$ cat config.mk
export PLATFORM = sky130hd
export DESIGN_NAME = bfbi_top
export DESIGN_NICKNAME = d
export VERILOG_FILES = /design/src/hw/bfbi_pkg.sv /design/src/hw/bfbi_top.sv
export SDC_FILE = /design/constraint.sdc
export NUM_CORES = 1
export LEC_CHECK = 0
export ABC_AREA = 1
export BUFFER_PORTS_ARGS = -buffer_cell sky130_fd_sc_hd__buf_2
export CAP_MARGIN = 10
export CORE_UTILIZATION = 40
export CTS_BUF_LIST = sky130_fd_sc_hd__clkbuf_8 sky130_fd_sc_hd__clkbuf_16
export DETAILED_ROUTE_END_ITERATION = 16
export SYNTH_ARGS = -nofsm -noshare
export SYNTH_HDL_FRONTEND = slang
export SYNTH_SLANG_ARGS = --single-unit
$ cat constraint.sdc
create_clock -name clk -period 3.1 [get_ports clk]
set_input_delay 0.31 -clock clk [delete_from_list [all_inputs] [get_ports clk]]
set_output_delay 0.31 -clock clk [all_outputs]
set_load 0.05 [all_outputs]
$ cat src/hw/bfbi_pkg.sv
package bfbi_pkg;

  // ------------------------------------------------------------------
  // Latency settings
  // ------------------------------------------------------------------
  localparam logic [2:0] BFBI_LAT_ONE     = 3'h1;
  localparam logic [2:0] BFBI_LAT_TWO     = 3'h2;
  localparam logic [2:0] BFBI_LAT_INITIAL = 3'h4;

  // ------------------------------------------------------------------
  // Burst geometry
  // ------------------------------------------------------------------
  localparam int BFBI_CNT_W_WIDE   = 3;
  localparam int BFBI_CNT_W_NARROW = 2;
  localparam int BFBI_ADDR_LSB     = 2;

  // ------------------------------------------------------------------
  // Timing in cycles
  // ------------------------------------------------------------------
  localparam logic [3:0] BFBI_WE_CYCLES      = 4'h4;
  localparam logic [3:0] BFBI_INIT_FIRST     = 4'h5;
  localparam logic [3:0] BFBI_INIT_NEXT      = 4'h1;
  localparam logic [3:0] BFBI_OPT_FIRST      = 4'h3;
  localparam logic [3:0] BFBI_OPT_FIRST_SLOW = 4'h2;

  typedef enum logic [2:0] {
    BFBI_IDLE,
    BFBI_RD_ADDR,
    BFBI_RD_WAIT,
    BFBI_RD_BEAT,
    BFBI_WR_ADDR,
    BFBI_WR_PULSE,
    BFBI_WR_HOLD
  } bfbi_state_type;

endpackage

$ cat src/hw/bfbi_top.sv
`timescale 1ns/1ps
// What this block does
// - Latency two: strobe held, counter advances thrice
// - Optimized read gives 3-0-0-0 word pattern
// - Other signals behave as initial read
// - Write holds address through each pulse; counter steps between beats
// - At 16 MHz latency setting is one
// - 16 MHz: acknowledge one clock earlier
// - Burst-last input ends burst when present
// - Without burst-last, length from address bits
// - 32-bit bus served by one matching device
// - Two-bit counter for four-beat bursts
// - Counter loads address bits three, two
// - No flash select: return to idle
// - Burst-last sampled: end read, go idle
// - Reset latency gives 5-1-1-1 reads
module bfbi_top
  import bfbi_pkg::*;
#(
  parameter int CNT_W        = BFBI_CNT_W_NARROW,
  parameter bit HAS_LAST     = 1'b1,
  parameter bit SLOW_CLOCK   = 1'b0,
  parameter int DATA_W       = 32
) (
  // Clock and reset
  input  wire logic              clk,
  input  wire logic              rst_n,
  // Processor bus, same clock
  input  wire logic              cycle_start_strobe_n,
  input  wire logic              write_not_read,
  input  wire logic              last_beat_flag_n,
  input  wire logic              flash_select_n,
  input  wire logic [CNT_W+1:0]  proc_addr_low,
  input  wire logic [2:0]        burst_latency_setting,
  // Flash data returned
  input  wire logic [DATA_W-1:0] flash_data,
  // Flash strobes
  output logic                   address_valid_strobe_n,
  output logic [CNT_W-1:0]       burst_count_bits,
  output logic                   output_enable_n,
  output logic                   write_enable_n,
  output logic                   data_path_selector,
  // Read stream to processor
  output logic                   beat_acknowledge_n,
  output logic [DATA_W-1:0]      read_data,
  input  wire logic              read_ready
);

  // ------------------------------------------------------------------
  // Registers
  // ------------------------------------------------------------------
  bfbi_state_type          state_reg;
  logic [3:0]              wait_reg;
  logic [CNT_W-1:0]        remain_reg;
  logic [CNT_W:0]          issued_reg;
  logic                    optimized_reg;
  logic                    fetch_done_reg;
  logic                    beat_due;
  logic                    in_ready;
  logic                    pop;
  logic                    final_pop;
  logic                    fetch_last;
  logic                    adv_next;
  logic                    wr_active;
  logic [1:0]              buf_valid_reg;
  logic [DATA_W-1:0]       buf_data_reg [2];

  wire start = !cycle_start_strobe_n;
  wire [CNT_W:0] burst_len = (CNT_W+1)'(1) << CNT_W;

  // ------------------------------------------------------------------
  // Handshake decode
  // ------------------------------------------------------------------
  always_comb begin
    in_ready = !buf_valid_reg[1];
  end

  always_comb begin
    pop = buf_valid_reg[0] && read_ready;
  end

  // Burst-last travels with the final word's acknowledge; the buffer
  // runs ahead of the processor, so fetching alone cannot end a burst
  always_comb begin
    final_pop = HAS_LAST && (state_reg == BFBI_RD_BEAT) && pop && !last_beat_flag_n;
  end

  always_comb begin
    fetch_last = (remain_reg == '0);
  end

  always_comb begin
    beat_due = (state_reg == BFBI_RD_BEAT) && (wait_reg == 4'h0) && in_ready &&
               !fetch_done_reg && !final_pop;
  end

  always_comb begin
    wr_active = (state_reg == BFBI_WR_ADDR) || (state_reg == BFBI_WR_PULSE) ||
                (state_reg == BFBI_WR_HOLD);
  end

  // ------------------------------------------------------------------
  // Main state machine
  // ------------------------------------------------------------------
  always_ff @(posedge clk) begin
    if (!rst_n) begin
      state_reg <= BFBI_IDLE;
    end else begin
      unique case (state_reg)
        BFBI_IDLE: begin
          if (start && write_not_read) begin
            state_reg <= BFBI_WR_ADDR;
          end else if (start) begin
            state_reg <= BFBI_RD_ADDR;
          end
        end
        BFBI_RD_ADDR: begin
          state_reg <= flash_select_n ? BFBI_IDLE : BFBI_RD_BEAT;
        end
        BFBI_RD_BEAT: begin
          if (final_pop) begin
            state_reg <= BFBI_IDLE;
          end else if (!HAS_LAST && beat_due && fetch_last) begin
            state_reg <= BFBI_IDLE;
          end
        end
        BFBI_WR_ADDR: begin
          state_reg <= flash_select_n ? BFBI_IDLE : BFBI_WR_PULSE;
        end
        BFBI_WR_PULSE: begin
          if (wait_reg == 4'h0) begin
            state_reg <= BFBI_WR_HOLD;
          end
        end
        BFBI_WR_HOLD: begin
          state_reg <= last_beat_flag_n ? BFBI_WR_PULSE : BFBI_IDLE;
        end
        default: begin
          state_reg <= BFBI_IDLE;
        end
      endcase
    end
  end

  // ------------------------------------------------------------------
  // Wait counter
  // ------------------------------------------------------------------
  always_ff @(posedge clk) begin
    if (!rst_n) begin
      wait_reg <= 4'h0;
    end else begin
      unique case (state_reg)
        BFBI_RD_ADDR: begin
          if (!optimized_reg) begin
            wait_reg <= BFBI_INIT_FIRST - 4'h1;
          end else if (SLOW_CLOCK) begin
            wait_reg <= BFBI_OPT_FIRST_SLOW - 4'h1;
          end else begin
            wait_reg <= BFBI_OPT_FIRST - 4'h1;
          end
        end
        BFBI_RD_BEAT: begin
          if (wait_reg != 4'h0) begin
            wait_reg <= wait_reg - 4'h1;
          end else if (beat_due) begin
            wait_reg <= optimized_reg ? 4'h0 : BFBI_INIT_NEXT;
          end
        end
        BFBI_WR_ADDR, BFBI_WR_HOLD: begin
          wait_reg <= BFBI_WE_CYCLES - 4'h1;
        end
        BFBI_WR_PULSE: begin
          if (wait_reg != 4'h0) begin
            wait_reg <= wait_reg - 4'h1;
          end
        end
        default: begin
          wait_reg <= wait_reg;
        end
      endcase
    end
  end

  // ------------------------------------------------------------------
  // Fetch length
  // ------------------------------------------------------------------
  always_ff @(posedge clk) begin
    if (!rst_n) begin
      remain_reg <= '0;
    end else if (state_reg == BFBI_IDLE && start && !write_not_read) begin
      // Length from address bits where no burst-last exists
      remain_reg <= HAS_LAST ? CNT_W'('1) :
                    ~proc_addr_low[CNT_W+1:BFBI_ADDR_LSB];
    end else if (beat_due && !fetch_last) begin
      remain_reg <= remain_reg - CNT_W'(1);
    end
  end

  // Never fetch past one full burst, even if burst-last comes late
  always_ff @(posedge clk) begin
    if (!rst_n) begin
      fetch_done_reg <= 1'b0;
    end else if (state_reg == BFBI_IDLE) begin
      fetch_done_reg <= 1'b0;
    end else if (beat_due && fetch_last) begin
      fetch_done_reg <= 1'b1;
    end
  end

  // Latency sampled per transaction, so a change never splits a burst
  always_ff @(posedge clk) begin
    if (!rst_n) begin
      optimized_reg <= 1'b0;
    end else if (state_reg == BFBI_IDLE) begin
      optimized_reg <= (burst_latency_setting == BFBI_LAT_TWO) ||
                       (burst_latency_setting == BFBI_LAT_ONE);
    end
  end

  // ------------------------------------------------------------------
  // Burst counter
  // ------------------------------------------------------------------
  always_ff @(posedge clk) begin
    if (!rst_n) begin
      burst_count_bits <= '0;
      issued_reg       <= '0;
    end else if (state_reg == BFBI_IDLE && start) begin
      burst_count_bits <= proc_addr_low[CNT_W+1:BFBI_ADDR_LSB];
      issued_reg       <= '0;
    end else if (state_reg == BFBI_RD_BEAT && optimized_reg) begin
      // Optimized: advance every cycle until the burst's last address, for back-to-back accesses
      if (issued_reg < burst_len - (CNT_W+1)'(1)) begin
        burst_count_bits <= burst_count_bits + CNT_W'(1);
        issued_reg       <= issued_reg + (CNT_W+1)'(1);
      end
    end else if (beat_due || (state_reg == BFBI_WR_HOLD && last_beat_flag_n)) begin
      burst_count_bits <= burst_count_bits + CNT_W'(1);
    end
  end

  // ------------------------------------------------------------------
  // Flash strobes
  // ------------------------------------------------------------------
  // Optimized mode holds strobe low from start; initial mode gaps it
  always_comb begin
    adv_next = (state_reg == BFBI_IDLE && start && !write_not_read) ||
               (state_reg == BFBI_RD_ADDR && !flash_select_n && optimized_reg) ||
               (state_reg == BFBI_RD_BEAT && optimized_reg &&
                issued_reg < burst_len - (CNT_W+1)'(1)) ||
               (beat_due && !optimized_reg);
  end

  always_ff @(posedge clk) begin
    if (!rst_n) begin
      address_valid_strobe_n <= 1'b1;
    end else begin
      address_valid_strobe_n <= !adv_next;
    end
  end

  always_ff @(posedge clk) begin
    if (!rst_n) begin
      output_enable_n <= 1'b1;
      write_enable_n  <= 1'b1;
    end else begin
      output_enable_n <= !(state_reg == BFBI_RD_BEAT);
      write_enable_n  <= !(state_reg == BFBI_WR_PULSE && wait_reg != 4'h0);
    end
  end

  // Address held through each write pulse, stepped between beats; selector high for whole write
  always_ff @(posedge clk) begin
    if (!rst_n) begin
      data_path_selector <= 1'b0;
    end else begin
      data_path_selector <= wr_active;
    end
  end

  // ------------------------------------------------------------------
  // Two-entry read buffer and acknowledge
  // ------------------------------------------------------------------
  // Read data width matches bus width, one device per bus
  always_ff @(posedge clk) begin
    if (!rst_n) begin
      buf_valid_reg <= 2'h0;
    end else if (final_pop) begin
      // Words fetched past the final beat are dropped here
      buf_valid_reg <= 2'h0;
    end else if (pop) begin
      buf_valid_reg <= {1'b0, buf_valid_reg[1] | beat_due};
    end else if (beat_due) begin
      buf_valid_reg <= {buf_valid_reg[0], 1'b1};
    end
  end

  always_ff @(posedge clk) begin
    if (!rst_n) begin
      buf_data_reg[0] <= '0;
      buf_data_reg[1] <= '0;
    end else if (pop) begin
      buf_data_reg[0] <= buf_data_reg[1];
      if (beat_due) begin
        buf_data_reg[buf_valid_reg[1]] <= flash_data;
      end
    end else if (beat_due) begin
      buf_data_reg[buf_valid_reg[0]] <= flash_data;
    end
  end

  always_ff @(posedge clk) begin
    if (!rst_n) begin
      beat_acknowledge_n <= 1'b1;
      read_data          <= '0;
    end else begin
      beat_acknowledge_n <= !pop;
      if (pop) begin
        read_data <= buf_data_reg[0];
      end
    end
  end

endmodule

Word level (Yosys, flattened, before mapping)
Memories as Yosys holds them, arrays and structs flattened. A register that Yosys moved wholly into a read port is not among the register bits.
Index checks and enable logic that the tools add are counted.
{"block": "totals", "input_bits": 46, "n_memories": 1, "mem_bits_rw": 64, "regBits": 23, "output_inout_bits": 39, "elab_cells": 135}
{"name": "buf_data_reg", "depth": 2, "word_bits": 32, "read_ports": 2, "rd_clocked_by_memory_dff": 1, "write_ports": 2, "line": "bfbi_top.sv:66", "text": "logic [DATA_W-1:0] buf_data_reg [2];"}
{"block": "op_classes", "addsub": 4, "bitwise": 3, "muxes": 40, "reduce_logical": 59, "magnitude_cmp": 1, "n_eq_ne": 13}
{"op": "32-bit two-way mux", "n": 3}
{"op": "32-bit OR reduction", "n": 2}
{"op": "3-bit two-way mux", "n": 7}
{"op": "1-bit logical AND", "n": 19}
{"op": "1-bit two-way mux", "n": 18}
{"op": "3-bit one-hot mux with 6 select lines", "n": 1}
{"op": "4-bit one-hot mux with 4 select lines", "n": 1}
{"op": "1-bit zero test", "n": 14}
{"op": "2-bit two-way mux", "n": 7}
{"op": "4-bit two-way mux", "n": 3}
{"op": "3-bit equality test (second input constant)", "n": 3}
{"op": "4-bit nonzero test", "n": 2}
{"op": "2-bit OR reduction", "n": 4}
{"op": "1-bit logical OR", "n": 7}
{"op": "3-bit by 1-bit equality test with 1-bit output (second input constant)", "n": 2}
{"op": "3-bit by 2-bit equality test with 1-bit output (second input constant)", "n": 2}
{"op": "3-bit by 2-bit inequality test with 1-bit output (second input constant)", "n": 2}
{"op": "3-bit AND reduction", "n": 2}
{"op": "4-bit zero test", "n": 1}
{"op": "2-bit inequality test (second input constant)", "n": 2}
{"op": "2-bit AND reduction", "n": 2}
{"op": "2-bit nonzero test", "n": 2}
{"op": "4-bit by 1-bit subtractor with 4-bit output (second input constant)", "n": 1}
{"op": "3-bit by 1-bit adder with 3-bit output (second input constant)", "n": 1}
{"op": "other kinds (11)", "n": 12}

Longest topological paths before layout
Gate-level depths: netlist (run 1).
{"block": "logic_depth", "word_depth": 11, "depth_mapped": 11, "mapped_depth_nobuf": 11}

Least setup slack after synthesis (run 1)
Ideal clock, no wire load.
{"block": "synth_timing", "path_kind": "flip-flop to flip-flop", "from": "reg wait_reg[0]", "to": "mem buf_data_reg[0][0], enable pin", "path_stages_with_launch": 10, "setup_time_ps": 389, "n_path_buf": 1, "path_slack_ps": 621, "required_ps": 2711, "synth_period_minus_slack_ps": 2479, "arrival_ps": 2090, "cell_sequence": "dfxtp_1 -> inv_1 -> ha_1 -> nand3_1 -> nor2_4 -> nand4_4 -> nand2_1 -> nand2_2 -> buf_4 -> nand2_1"}
{"element": "start: declaration", "line": "bfbi_top.sv:53", "text": "logic [3:0] wait_reg;"}
{"element": "start signal: assignment", "line": "bfbi_top.sv:155", "text": "wait_reg <= BFBI_INIT_FIRST - 4'h1;"}
{"element": "start signal: assignment", "line": "bfbi_top.sv:157", "text": "wait_reg <= BFBI_OPT_FIRST_SLOW - 4'h1;"}
{"element": "start signal: assignment", "line": "bfbi_top.sv:159", "text": "wait_reg <= BFBI_OPT_FIRST - 4'h1;"}
{"element": "end: declaration", "line": "bfbi_top.sv:66"}

==> summary.md, run 1 <==
| Metric | Value |
|---|---|
| Outcome | finished, final reports clean |
| Worst slew margin | between 40 and 50% |
| Min Tclk post-route | approximately 2500 ps |
| Cell taking the most area after synthesis | edfxtp_1 |
| Longest Clk Path Bufs | 2 |
| HPWL after detailed placement | 6940 um |
| Initial Util | roughly two fifths |
| Vias per inst | between 4 and 5 |
| Peak Freq | between 300 and 400 MHz |
| Vias post-DR | about 3900 |
| Combinational fraction of design power | 8.1% |
| Setup CP Type | reg -> reg |
| Warnings, synthesis | 0 |
| Wire per inst | ~13 um |
| Leakage | a little under 0.003 uW |
| NumNets Final | between 700 and 800 |
| Vias in the first global route | ~3800 |
| Mapped Nets | between 600 and 700 |
| Critical path fanouts, max | 42 |
| Top-count cell post-synth | nand2_1 |
| Die X | ~110 um |
| Fill count | between 1000 and 1500 |
| Clock share of power | about 50% |
| Worst-Skew Late Latency | 420 ps |
| Register area | between 3000 and 4000 um^2 |
| Final core utilization | 51.7% |
| Final Hold Fails | 0 |
| Reg power frac | a little over two fifths |
| Tcrit/Tclk final | about 82% |
| MaxCap Viol Count | 0 |
| Routability-driven placement congestion ratio | approximately 0.9 |
| EDFF count, synth | 64 |
| Post-CTS Setup Bufs | 0 |
| Top FF cell, synth | edfxtp_1 |
| Setup violators final | 0 |
| Critical path startpoint category | flop |
| Post-Syn Area | slightly above 5000 um^2 |
| Total GRT Usage | 17.9% |
| Post-synthesis async set-or-reset flop share | 0% |
| Syn_area_per_cell | ~9 um^2 |
| Max FFs per register | between 60 and 70 |
| Clock sinks | around 120 |
| Die height | 115 um |
| Worst VDD drop | between 300 and 400 uV |
| Area of the core | between 10000 and 15000 um^2 |
| Final setup TNS | 0 ps |
| CTS Buf Count | 17 |
| WP data arrival | around 2700 ps |
| Number of gates resized after cts | 0 |
| Post-synthesis cell count | approximately 580 |
| Hold_buf cts | 0 |
| RSZ-0062 raised after global routing | false |
| Antenna Cells | 0 |
| Switch Pwr | slightly above 900 uW |
| Worst Skew | 7.41 ps |
| CP endpoint kind | flop |
| Slew @ Worst Pin | 763 ps |
| Routed WL | 10700 um |
| Yosys top cell area share | between 30% and 40% |
| H-tree levels | 4 |
| Row count | 40 |
| Worst Hold Class | in -> reg |
| Overflow left after global routing | 0 |
| Initial DRC count | around 240 |
| Dominant cells by area after synthesis | edfxtp_1 (38%), dfxtp_1 (22%), nand2_1 (11%) |
| Top cells by count, synth | nand2_1 (146), nor2_1 (71), nand3_1 (70) |
| Fin. max-slew vios | 0 |
| First-pass DRT Iterations | 5 |
| IO Port Bufs | 82 |
| Area of the multi-input gates | ~1700 um^2 |
| Worst EP required | 3250 ps |
| Sw Ratio | about 22% |
| Clock slew at reported path FFs | 50 ps |
| Sequential area share after synthesis | slightly below 60% |
| Root buffer cell | clkbuf_16 |
| Largest net degree at the start of global routing | between 40 and 50 |
| Synth cell types | 27 |
| Area Growth Syn to Fin | 24.0% |
| Initial antenna violation count | 0 |
| Antenna viol nets, final | 0 |
| Share of post-route cells with drive strength above 1 | approximately 19% |
| DRC Markers | 0 |
| Pwr/cell area | about 660 nW/um^2 |
| CTS tree | yes |
| Pint | between 3000 and 4000 uW |
| Post-synthesis register bit count | between 100 and 150 |
| First-pass GRT wire length | ~18000 um |
| Die ar. | around 13000 um^2 |
| Io pins | 85 |
-- per-layer routing --
layer | vias up | GRT usage (%) | share of wire (%)
met5 | - | 0 | 0
met4 | 0 | 8.23 | 1.8
met3 | 15 | 5.24 | 5.7
met2 | 105 | 30.2 | 47
met1 | 1763 | 21.1 | 45
li1 | 2059 | - | -
-- worst paths after layout --
kind / cells after the start / end / startpoint / slack [ps]
max: 10 / buf_data_reg[0][0]$_DFFE_PP_ / wait_reg[0]$_SDFFE_PN0P_ / 550
min reg2reg: 2 / read_data[25]$_SDFFE_PN0N_ / buf_data_reg[0][25]$_DFFE_PP_ / 430
max reg2reg: 10 / buf_data_reg[0][0]$_DFFE_PP_ / wait_reg[0]$_SDFFE_PN0P_ / 550
min: 4 / optimized_reg$_SDFFE_PN0P_ / burst_latency_setting[2] / 200
-- per-stage QoR --
step                cell area [um^2]  setup WS, ps  instances  hold WS [ps]  power [uW]
global placement                5660           651        812           417        2110
finish                          6290           550        844           202        4140
floorplan                       5070           621        578           412        2020
CTS                             6290           548        844           192        4170
detailed placement              5660           589        812           422        2120
global route                    6290           289        844           209        4290
-- final cells by class --
type | instances | share of cell area, %
Sequential cell | 119 | 48.1
Multi-Input combinational cell | 370 | 26.8
Clock buffer | 22 | 8.04
Timing Repair Buffer | 91 | 8.00
Inverter | 64 | 3.82
Tap cell | 168 | 3.34
Clock inverter | 10 | 1.95
-- kinds of logic after synthesis --
logic type	after synthesis	share of synthesized area, %
compound gates	60	6.09
buf+inv	89	7.18
simple gates	302	25.5
flops	119	59.6
fa+ha+maj	4	0.987
xor+xnor	4	0.691
-- layout by cell type (no fill, tap or decap) --
cell type	count
nand2_1	146
buf_2	82
nor2_1	71
nand3_1	70
inv_1	64
edfxtp_1	64
dfxtp_1	55
a21oi_1	38
clkbuf_16	18
o21ai_0	17
buf_4	7
nand2_2	4
ha_1	4
clkbuf_8	4
nand4_1	3
xnor2_1	3
bufinv_16	3
nor2_4	2
inv_2	2
o21ai_1	2
a211oi_1	2
nor3_1	2
clkinv_2	2
clkinv_1	2
buf_12	2
nand3_2	1
nand4_4	1
nand4_2	1
nor2_2	1
xor2_1	1
a221oi_1	1
clkinvlp_4	1
-- worst max-delay path, stage by stage (launching register included) --
cell and delay, ps:
dfxtp_1 320, inv_1 120, ha_1 180, nand3_1 170, nor2_4 230, nand4_4 90
buf_4 260, nand2_2 600, nand2_1 120, o21ai_1 120, nor2_1 70
-- power by group through the flow --
stage / combinational, uW / sequential (uW) / clock (uW)
2_1_floorplan: 214 / 1800 / 0
3_3_place_gp: 331 / 1780 / 0
3_5_place_dp: 337 / 1780 / 0
4_1_cts: 339 / 1750 / 2080
5_1_grt: 384 / 1760 / 2150
6_report: 336 / 1750 / 2050
Power figures use the tool's default switching activity.
==> run 2, diff against run 1 <==
==> constraint.sdc (replaced) <==
create_clock -name clk -period 2.5 [get_ports clk]
set_input_delay 0.25 -clock clk [delete_from_list [all_inputs] [get_ports clk]]
set_output_delay 0.25 -clock clk [all_outputs]
set_load 0.05 [all_outputs]
==> summary.md, run 2 (same netlist as run 1, synthesis figures left out) <==
| Metric | Value |
|---|---|
| Critical path fanouts, max | 22 (was 42) |
| Min Tclk post-route | 2270 ps (was 2550 ps) |
| Clock sinks | 119 (unchanged) |
| Setup slack at placement | 210 ps (was 589 ps) |
| Longest Clk Path Bufs | 2 (unchanged) |
| Routability-driven placement congestion ratio | 0.890 (was 0.887) |
| Area of the core | 12200 um^2 (unchanged) |
| IO Port Bufs | 82 (unchanged) |
| Worst-Skew Late Latency | 400 ps (was 420 ps) |
| Total GRT Usage | 18.0% (was 17.9%) |
| Setup violators final | 0 (unchanged) |
| Non-Filler Instances | 849 (was 844) |
| Most common cell after layout, fill and taps aside | nand2_1 (unchanged) |
| Vias in the first global route | 3927 (was 3822) |
| Slowest CP cell | dfxtp_1 (was nand2_2) |
| Row count | 40 (unchanged) |
| Worst EP required | 2640 ps (was 3250 ps) |
| CP endpoint kind | flop (unchanged) |
| CTS tree | yes (unchanged) |
| Worst VDD drop | 460 uV (was 359 uV) |
| Io pins | 85 (unchanged) |
| Delay-heaviest family, CP | simple AND/OR/NAND/NOR gates (unchanged) |
| DRC Markers | 0 (unchanged) |
| Overflow left after global routing | 0 (unchanged) |
| Clock slew at reported path FFs | 60 ps (was 50 ps) |
| RR Startpoint | wait_reg[0]$_SDFFE_PN0P_ (unchanged) |
| Hold_buf cts | 0 (unchanged) |
| Cell mode on critical path | nand2_2 |
| Post-CTS Setup Bufs | 0 (unchanged) |
| Root buffer cell | clkbuf_16 (unchanged) |
| Tcrit/Tclk final | 90.9% (was 82.2%) |
| Critical Path Max Stage Delay | 320 ps (was 600 ps) |
| Final Hold Fails | 0 (unchanged) |
| Sequence of cells on the critical path | inv_1 > ha_1 > nand3_1 > nor2_4 > nand4_4 > inv_2 > nand2_2 > nand2_2 > buf_4 > a21oi_1 (was inv_1 > ha_1 > nand3_1 > nor2_4 > nand4_4 > buf_4 > nand2_2 > nand2_1 > o21ai_1 > nor2_1) |
| Final setup TNS | 0 ps (unchanged) |
| CTS Buf Count | 17 (unchanged) |
| First-pass GRT wire length | 18300 um (was 17800 um) |
| Routed WL | 10800 um (was 10700 um) |
| Fill count | 1171 (was 1141) |
| Worst Skew | 7.39 ps (was 7.41 ps) |
| Die height | 115 um (unchanged) |
| Outcome | finished, final reports clean (unchanged) |
| Wire per inst | 12.7 um (was 12.6 um) |
| Critical path origin | wait_reg[0]$_SDFFE_PN0P_ (unchanged) |
| WP data arrival | 2420 ps (was 2700 ps) |
| Initial Util | 41.7% (unchanged) |
| Antenna Cells | 0 (unchanged) |
| Worst hold margin | 159 ps (was 202 ps) |
| MaxCap Viol Count | 0 (unchanged) |
| Min-delay src | flash_data[12] (was burst_latency_setting[2]) |
| Number of gates resized after cts | 0 (unchanged) |
| Slew @ Worst Pin | 498 ps (was 763 ps) |
| Fin. max-slew vios | 0 (unchanged) |
| Antenna viol nets, final | 0 (unchanged) |
| Vias per inst | 4.78 (was 4.67) |
| Max FFs per register | 64 (unchanged) |
| Pwr/cell area | 805 nW/um^2 (was 658 nW/um^2) |
| Cells after DPL | 817 (was 812) |
| First-pass DRT Iterations | 5 (unchanged) |
| Peak Freq | 440 MHz (was 392 MHz) |
| Die ar. | 13100 um^2 (unchanged) |
| Crit path buffers/inverters | 3 (was 2) |
| HPWL after detailed placement | 7250 um (was 6940 um) |
| H-tree levels | 4 (unchanged) |
| Commonest cells after routing, fill and taps aside | nand2_1 (146), buf_2 (82), nor2_1 (71), nand3_1 (70), edfxtp_1 (64) (was nand2_1 (146), buf_2 (82), nor2_1 (71), nand3_1 (70)) |
| Worst Hold Class | in -> reg (unchanged) |
| Share of post-route cells with drive strength above 1 | 20.3% (was 19.4%) |
| Initial antenna violation count | 0 (unchanged) |
| Leakage | 0.00290 uW (about the same) |
| Initial DRC count | 192 (was 236) |
| Final Worst Setup Slack | 227 ps (was 550 ps) |
| RSZ-0062 raised after global routing | false (unchanged) |
| Die X | 115 um (unchanged) |
| Setup CP Type | reg -> reg (unchanged) |
| Area Growth Syn to Fin | 24.3% (was 24.0%) |
| Vias post-DR | 4061 (was 3942) |
| Worst slew margin | 66.8% (was 48.9%) |
| NumNets Final | 718 (was 713) |
| Largest net degree at the start of global routing | 47 (was 48) |
| Critical path startpoint category | flop (unchanged) |
==> run 2: changes by cell type in the layout (fill, tap and decap cells not counted) <==
cell and change:
buf_12 -1, buf_4 +6, bufinv_16 -1, clkbuf_16 +1, clkbuf_8 -2, clkinv_1 -1
clkinv_4 +1, clkinvlp_4 +1, inv_1 -1, inv_4 +1, inv_6 +1
==> run 2: final timing paths <==
check                                        to  slack, ps  cells past startpoint
setup / recovery   buf_data_reg[0][6]$_DFFE_PP_        230                     10
setup reg to reg   buf_data_reg[0][6]$_DFFE_PP_        230                     10
hold reg to reg      read_data[28]$_SDFFE_PN0N_        430                      2
hold / removal    buf_data_reg[1][12]$_DFFE_PP_        160                      3
==> run 2: metrics by stage <==
stage | power, uW | utilization, % | area [um^2]
6_report | 5080 | 51.9 | 6310
5_1_grt | 5280 | 51.9 | 6310
4_1_cts | 5120 | 51.9 | 6310
3_5_place_dp | 2630 | 46.8 | 5690
3_3_place_gp | 2620 | 46.8 | 5690
2_1_floorplan | 2500 | - | 5070
==> run 2: area by class of cell <==
class                      count  area [um^2]  area share, %
multi-input combinational    370         1690           26.7
clock inverter                11          116           1.85
inverter                      64          240           3.81
sequential                   119         3020           47.9
clock buffer                  21          503           7.98
tap                          168          210           3.33
timing repair buffer          96          528           8.37
==> run 2: power by group <==
group | total [uW] | leakage [uW] | switching (uW) | internal (uW)
clock network | 2490 | 0.000305 | 856 | 1630
logic | 418 | 0.00149 | 275 | 143
registers | 2170 | 0.00111 | 40.3 | 2130
total | 5080 | 0.00290 | 1170 | 3910
==> run 2: metal layers <==
layer / GRT usage [%] / share of wire (%) / up-vias
met5: 0 / 0 / -
met4: 6.49 / 0.44 / 0
met3: 4.71 / 5.2 / 4
met2: 30.8 / 50 / 114
met1: 21.9 / 45 / 1878
li1: - / - / 2065
==> run 2: worst register-to-register path, delay by kind of cell (launching register included) <==
family	cells	cell delay, ps
simple gates	5	930
buf+inv	3	510
flops	1	320
fa+ha+maj	1	180
compound gates	1	80
==> run 3, diff against run 2 <==
--- a/config.mk
+++ b/config.mk
@@ -8,6 +8,7 @@
 export ABC_AREA = 1
 export BUFFER_PORTS_ARGS = -buffer_cell sky130_fd_sc_hd__buf_2
 export CAP_MARGIN = 10
+export CORE_ASPECT_RATIO = 1.2
 export CORE_UTILIZATION = 40
 export CTS_BUF_LIST = sky130_fd_sc_hd__clkbuf_8 sky130_fd_sc_hd__clkbuf_16
 export DETAILED_ROUTE_END_ITERATION = 16
==> constraint.sdc (replaced) <==
create_clock -name clk -period 2.9 [get_ports clk]
set_input_delay 0.29 -clock clk [delete_from_list [all_inputs] [get_ports clk]]
set_output_delay 0.29 -clock clk [all_outputs]
set_load 0.05 [all_outputs]
==> summary.md, run 3 (same netlist as run 1, synthesis figures left out) <==
| Metric | Value |
|---|---|
| CTS Buf Count | 17 (unchanged) |
| IO Port Bufs | 82 (unchanged) |
| Area of the core | 12200 um^2 (about the same) |
| Min-delay src | burst_latency_setting[2] (was flash_data[12]) |
| Die X | 105 um (was 115 um) |
| Final Hold Fails | 0 (unchanged) |
| HPWL after detailed placement | 7360 um (was 7250 um) |
| Final setup TNS | 0 ps (unchanged) |
| Die ar. | 13100 um^2 (about the same) |
| CTS tree | yes (unchanged) |
| Worst Skew | 8.75 ps (was 7.39 ps) |
| Fin. max-slew vios | 0 (unchanged) |
| Outcome | finished, final reports clean (unchanged) |
| Wire per inst | 12.6 um (was 12.7 um) |
| Most common cell after layout, fill and taps aside | nand2_1 (unchanged) |
| Placement Cell Area | 5660 um^2 (was 5690 um^2) |
| Io pins | 85 (unchanged) |
| Overflow left after global routing | 0 (unchanged) |
| Hold path endpoint | optimized_reg$_SDFFE_PN0P_ (was buf_data_reg[1][12]$_DFFE_PP_) |
| Antenna Cells | 0 (unchanged) |
| First-pass DRT Iterations | 4 (was 5) |
| Routability-driven placement congestion ratio | 0.834 (was 0.890) |
| NumNets Final | 717 (was 718) |
| Pwr/cell area | 675 nW/um^2 (was 805 nW/um^2) |
| Worst-Skew Late Latency | 400 ps (about the same) |
| Longest Clk Path Bufs | 2 (unchanged) |
| Fill count | 1154 (was 1171) |
| WP data arrival | 2590 ps (was 2420 ps) |
| Hold_buf cts | 0 (unchanged) |
| Clock sinks | 119 (unchanged) |
| Number of gates resized after cts | 0 (unchanged) |
| Vias post-DR | 3967 (was 4061) |
| Peak Freq | 409 MHz (was 440 MHz) |
| RR Startpoint | wait_reg[0]$_SDFFE_PN0P_ (unchanged) |
| H-tree levels | 4 (unchanged) |
| Worst EP required | 3050 ps (was 2640 ps) |
| Worst VDD drop | 334 uV (was 460 uV) |
| Initial antenna violation count | 0 (unchanged) |
| Leakage | 0.00288 uW (was 0.00290 uW) |
| Largest net degree at the start of global routing | 47 (unchanged) |
| Hold Crit Depth | 4 (was 3) |
| Setup CP Type | reg -> reg (unchanged) |
| Initial DRC count | 196 (was 192) |
| Share of post-route cells with drive strength above 1 | 19.7% (was 20.3%) |
| Die height | 125 um (was 115 um) |
| CP endpoint kind | flop (unchanged) |
| RSZ-0062 raised after global routing | false (unchanged) |
| Sequence of cells on the critical path | inv_1 > ha_1 > nand3_1 > nor2_4 > nand4_4 > inv_2 > nand2_2 > nand2_2 > buf_4 > nor2_1 (was inv_1 > ha_1 > nand3_1 > nor2_4 > nand4_4 > inv_2 > nand2_2 > nand2_2 > buf_4 > a21oi_1) |
| Setup violators final | 0 (unchanged) |
| Row count | 44 (was 40) |
| Clock slew at reported path FFs | 50 ps (was 60 ps) |
| Vias in the first global route | 3903 (was 3927) |
| Cell mode on critical path | nand2_2 (unchanged) |
| Min Tclk post-route | 2440 ps (was 2270 ps) |
| Area Growth Syn to Fin | 22.6% (was 24.3%) |
| Slowest CP cell | dfxtp_1 (unchanged) |
| Commonest cells after routing, fill and taps aside | nand2_1 (146), buf_2 (82), nor2_1 (71), nand3_1 (70), inv_1 (67) (was nand2_1 (146), buf_2 (82), nor2_1 (71), nand3_1 (70), edfxtp_1 (64)) |
| Worst Hold Class | in -> reg (unchanged) |
| DRC Markers | 0 (unchanged) |
| Reg2reg path depth | 10 (unchanged) |
| Max FFs per register | 64 (unchanged) |
| Critical Path Max Stage Delay | 320 ps (about the same) |
| MaxCap Viol Count | 0 (unchanged) |
| Worst slew margin | 65.3% (was 66.8%) |
| Slew @ Worst Pin | 519 ps (was 498 ps) |
| R2R Setup Slk | 460 ps (was 230 ps) |
| Finished Cell Area | 6220 um^2 (was 6310 um^2) |
| Cells after DPL | 809 (was 817) |
| Tcrit/Tclk final | 84.3% (was 90.9%) |
| Vias per inst | 4.72 (was 4.78) |
| Root buffer cell | clkbuf_16 (unchanged) |
| Routed WL | 10600 um (was 10800 um) |
| Reg-to-reg endpoint | buf_data_reg[0][28]$_DFFE_PP_ (was buf_data_reg[0][6]$_DFFE_PP_) |
| Non-Filler Instances | 841 (was 849) |
| Post-CTS Setup Bufs | 0 (unchanged) |
| Critical path startpoint category | flop (unchanged) |
| Antenna viol nets, final | 0 (unchanged) |
| Total GRT Usage | 17.5% (was 18.0%) |
| First-pass GRT wire length | 17900 um (was 18300 um) |
| Initial Util | 41.5% (was 41.7%) |
| Critical path fanouts, max | 22 (unchanged) |
-- run 3: cell types whose count changed in the layout (fill, tap and decap cells not counted) --
| cell | previous run | this run |
|---|---|---|
| buf_12 | 1 | 0 |
| clkinvlp_4 | 2 | 3 |
| clkbuf_8 | 2 | 1 |
| clkinv_2 | 2 | 4 |
| inv_4 | 1 | 0 |
| clkinv_1 | 1 | 0 |
| inv_1 | 63 | 67 |
| inv_6 | 1 | 0 |
| clkinv_4 | 1 | 0 |
| clkbuf_16 | 19 | 17 |
-- run 3: area by class of cell --
type	count	area, um^2	area share, %
inverter	64	240	3.86
tap	161	201	3.24
clock buffer	18	439	7.06
multi-input combinational	370	1690	27.1
sequential	119	3020	48.6
clock inverter	14	121	1.95
timing repair buffer	95	508	8.17
-- run 3: stage by stage --
stage               power (uW)  hold slack [ps]  util (%)  setup slack [ps]
global route              4370              179      50.9               212
global placement          2250              417      46.3               486
finish                    4200              177      50.9               456
floorplan                 2160              412         -               421
detailed placement        2270              422      46.3               457
CTS                       4240              159      50.9               424
-- run 3: report_power, final --
group / switching (uW) / internal, uW
sequential: 35.7 / 1840
clock: 704 / 1260
combinational: 238 / 123
total: 978 / 3220
-- run 3: worst max path at each step --
stage | startpoint | endpoint | cells past startpoint
after global routing | wait_reg[0]$_SDFFE_PN0P_ | buf_data_reg[0][2]$_DFFE_PP_ | 10
final | wait_reg[0]$_SDFFE_PN0P_ | buf_data_reg[0][28]$_DFFE_PP_ | 10
after detailed placement | wait_reg[0]$_SDFFE_PN0P_ | buf_data_reg[0][30]$_DFFE_PP_ | 10
after floorplan | wait_reg[0]$_SDFFE_PN0P_ | buf_data_reg[0][0]$_DFFE_PP_ | 9
after CTS | wait_reg[0]$_SDFFE_PN0P_ | buf_data_reg[0][30]$_DFFE_PP_ | 10
after global placement | wait_reg[0]$_SDFFE_PN0P_ | buf_data_reg[0][4]$_DFFE_PP_ | 10
-- run 3: per-layer routing --
metal	share of wire, %	up-vias	global-route usage [%]
met4	1.5	0	7.71
li1	-	2064	-
met5	0	-	0
met2	51	99	30.5
met3	4.5	12	4.95
met1	43	1792	19.8
-- run 3: worst max-delay path, delay by kind of cell, from the launching register on --
kind	cells	cell delay, ps
flip-flops	1	320
adder cells (fa/ha/maj)	1	190
AND/OR/NAND/NOR	6	1140
buffers and inverters	3	550
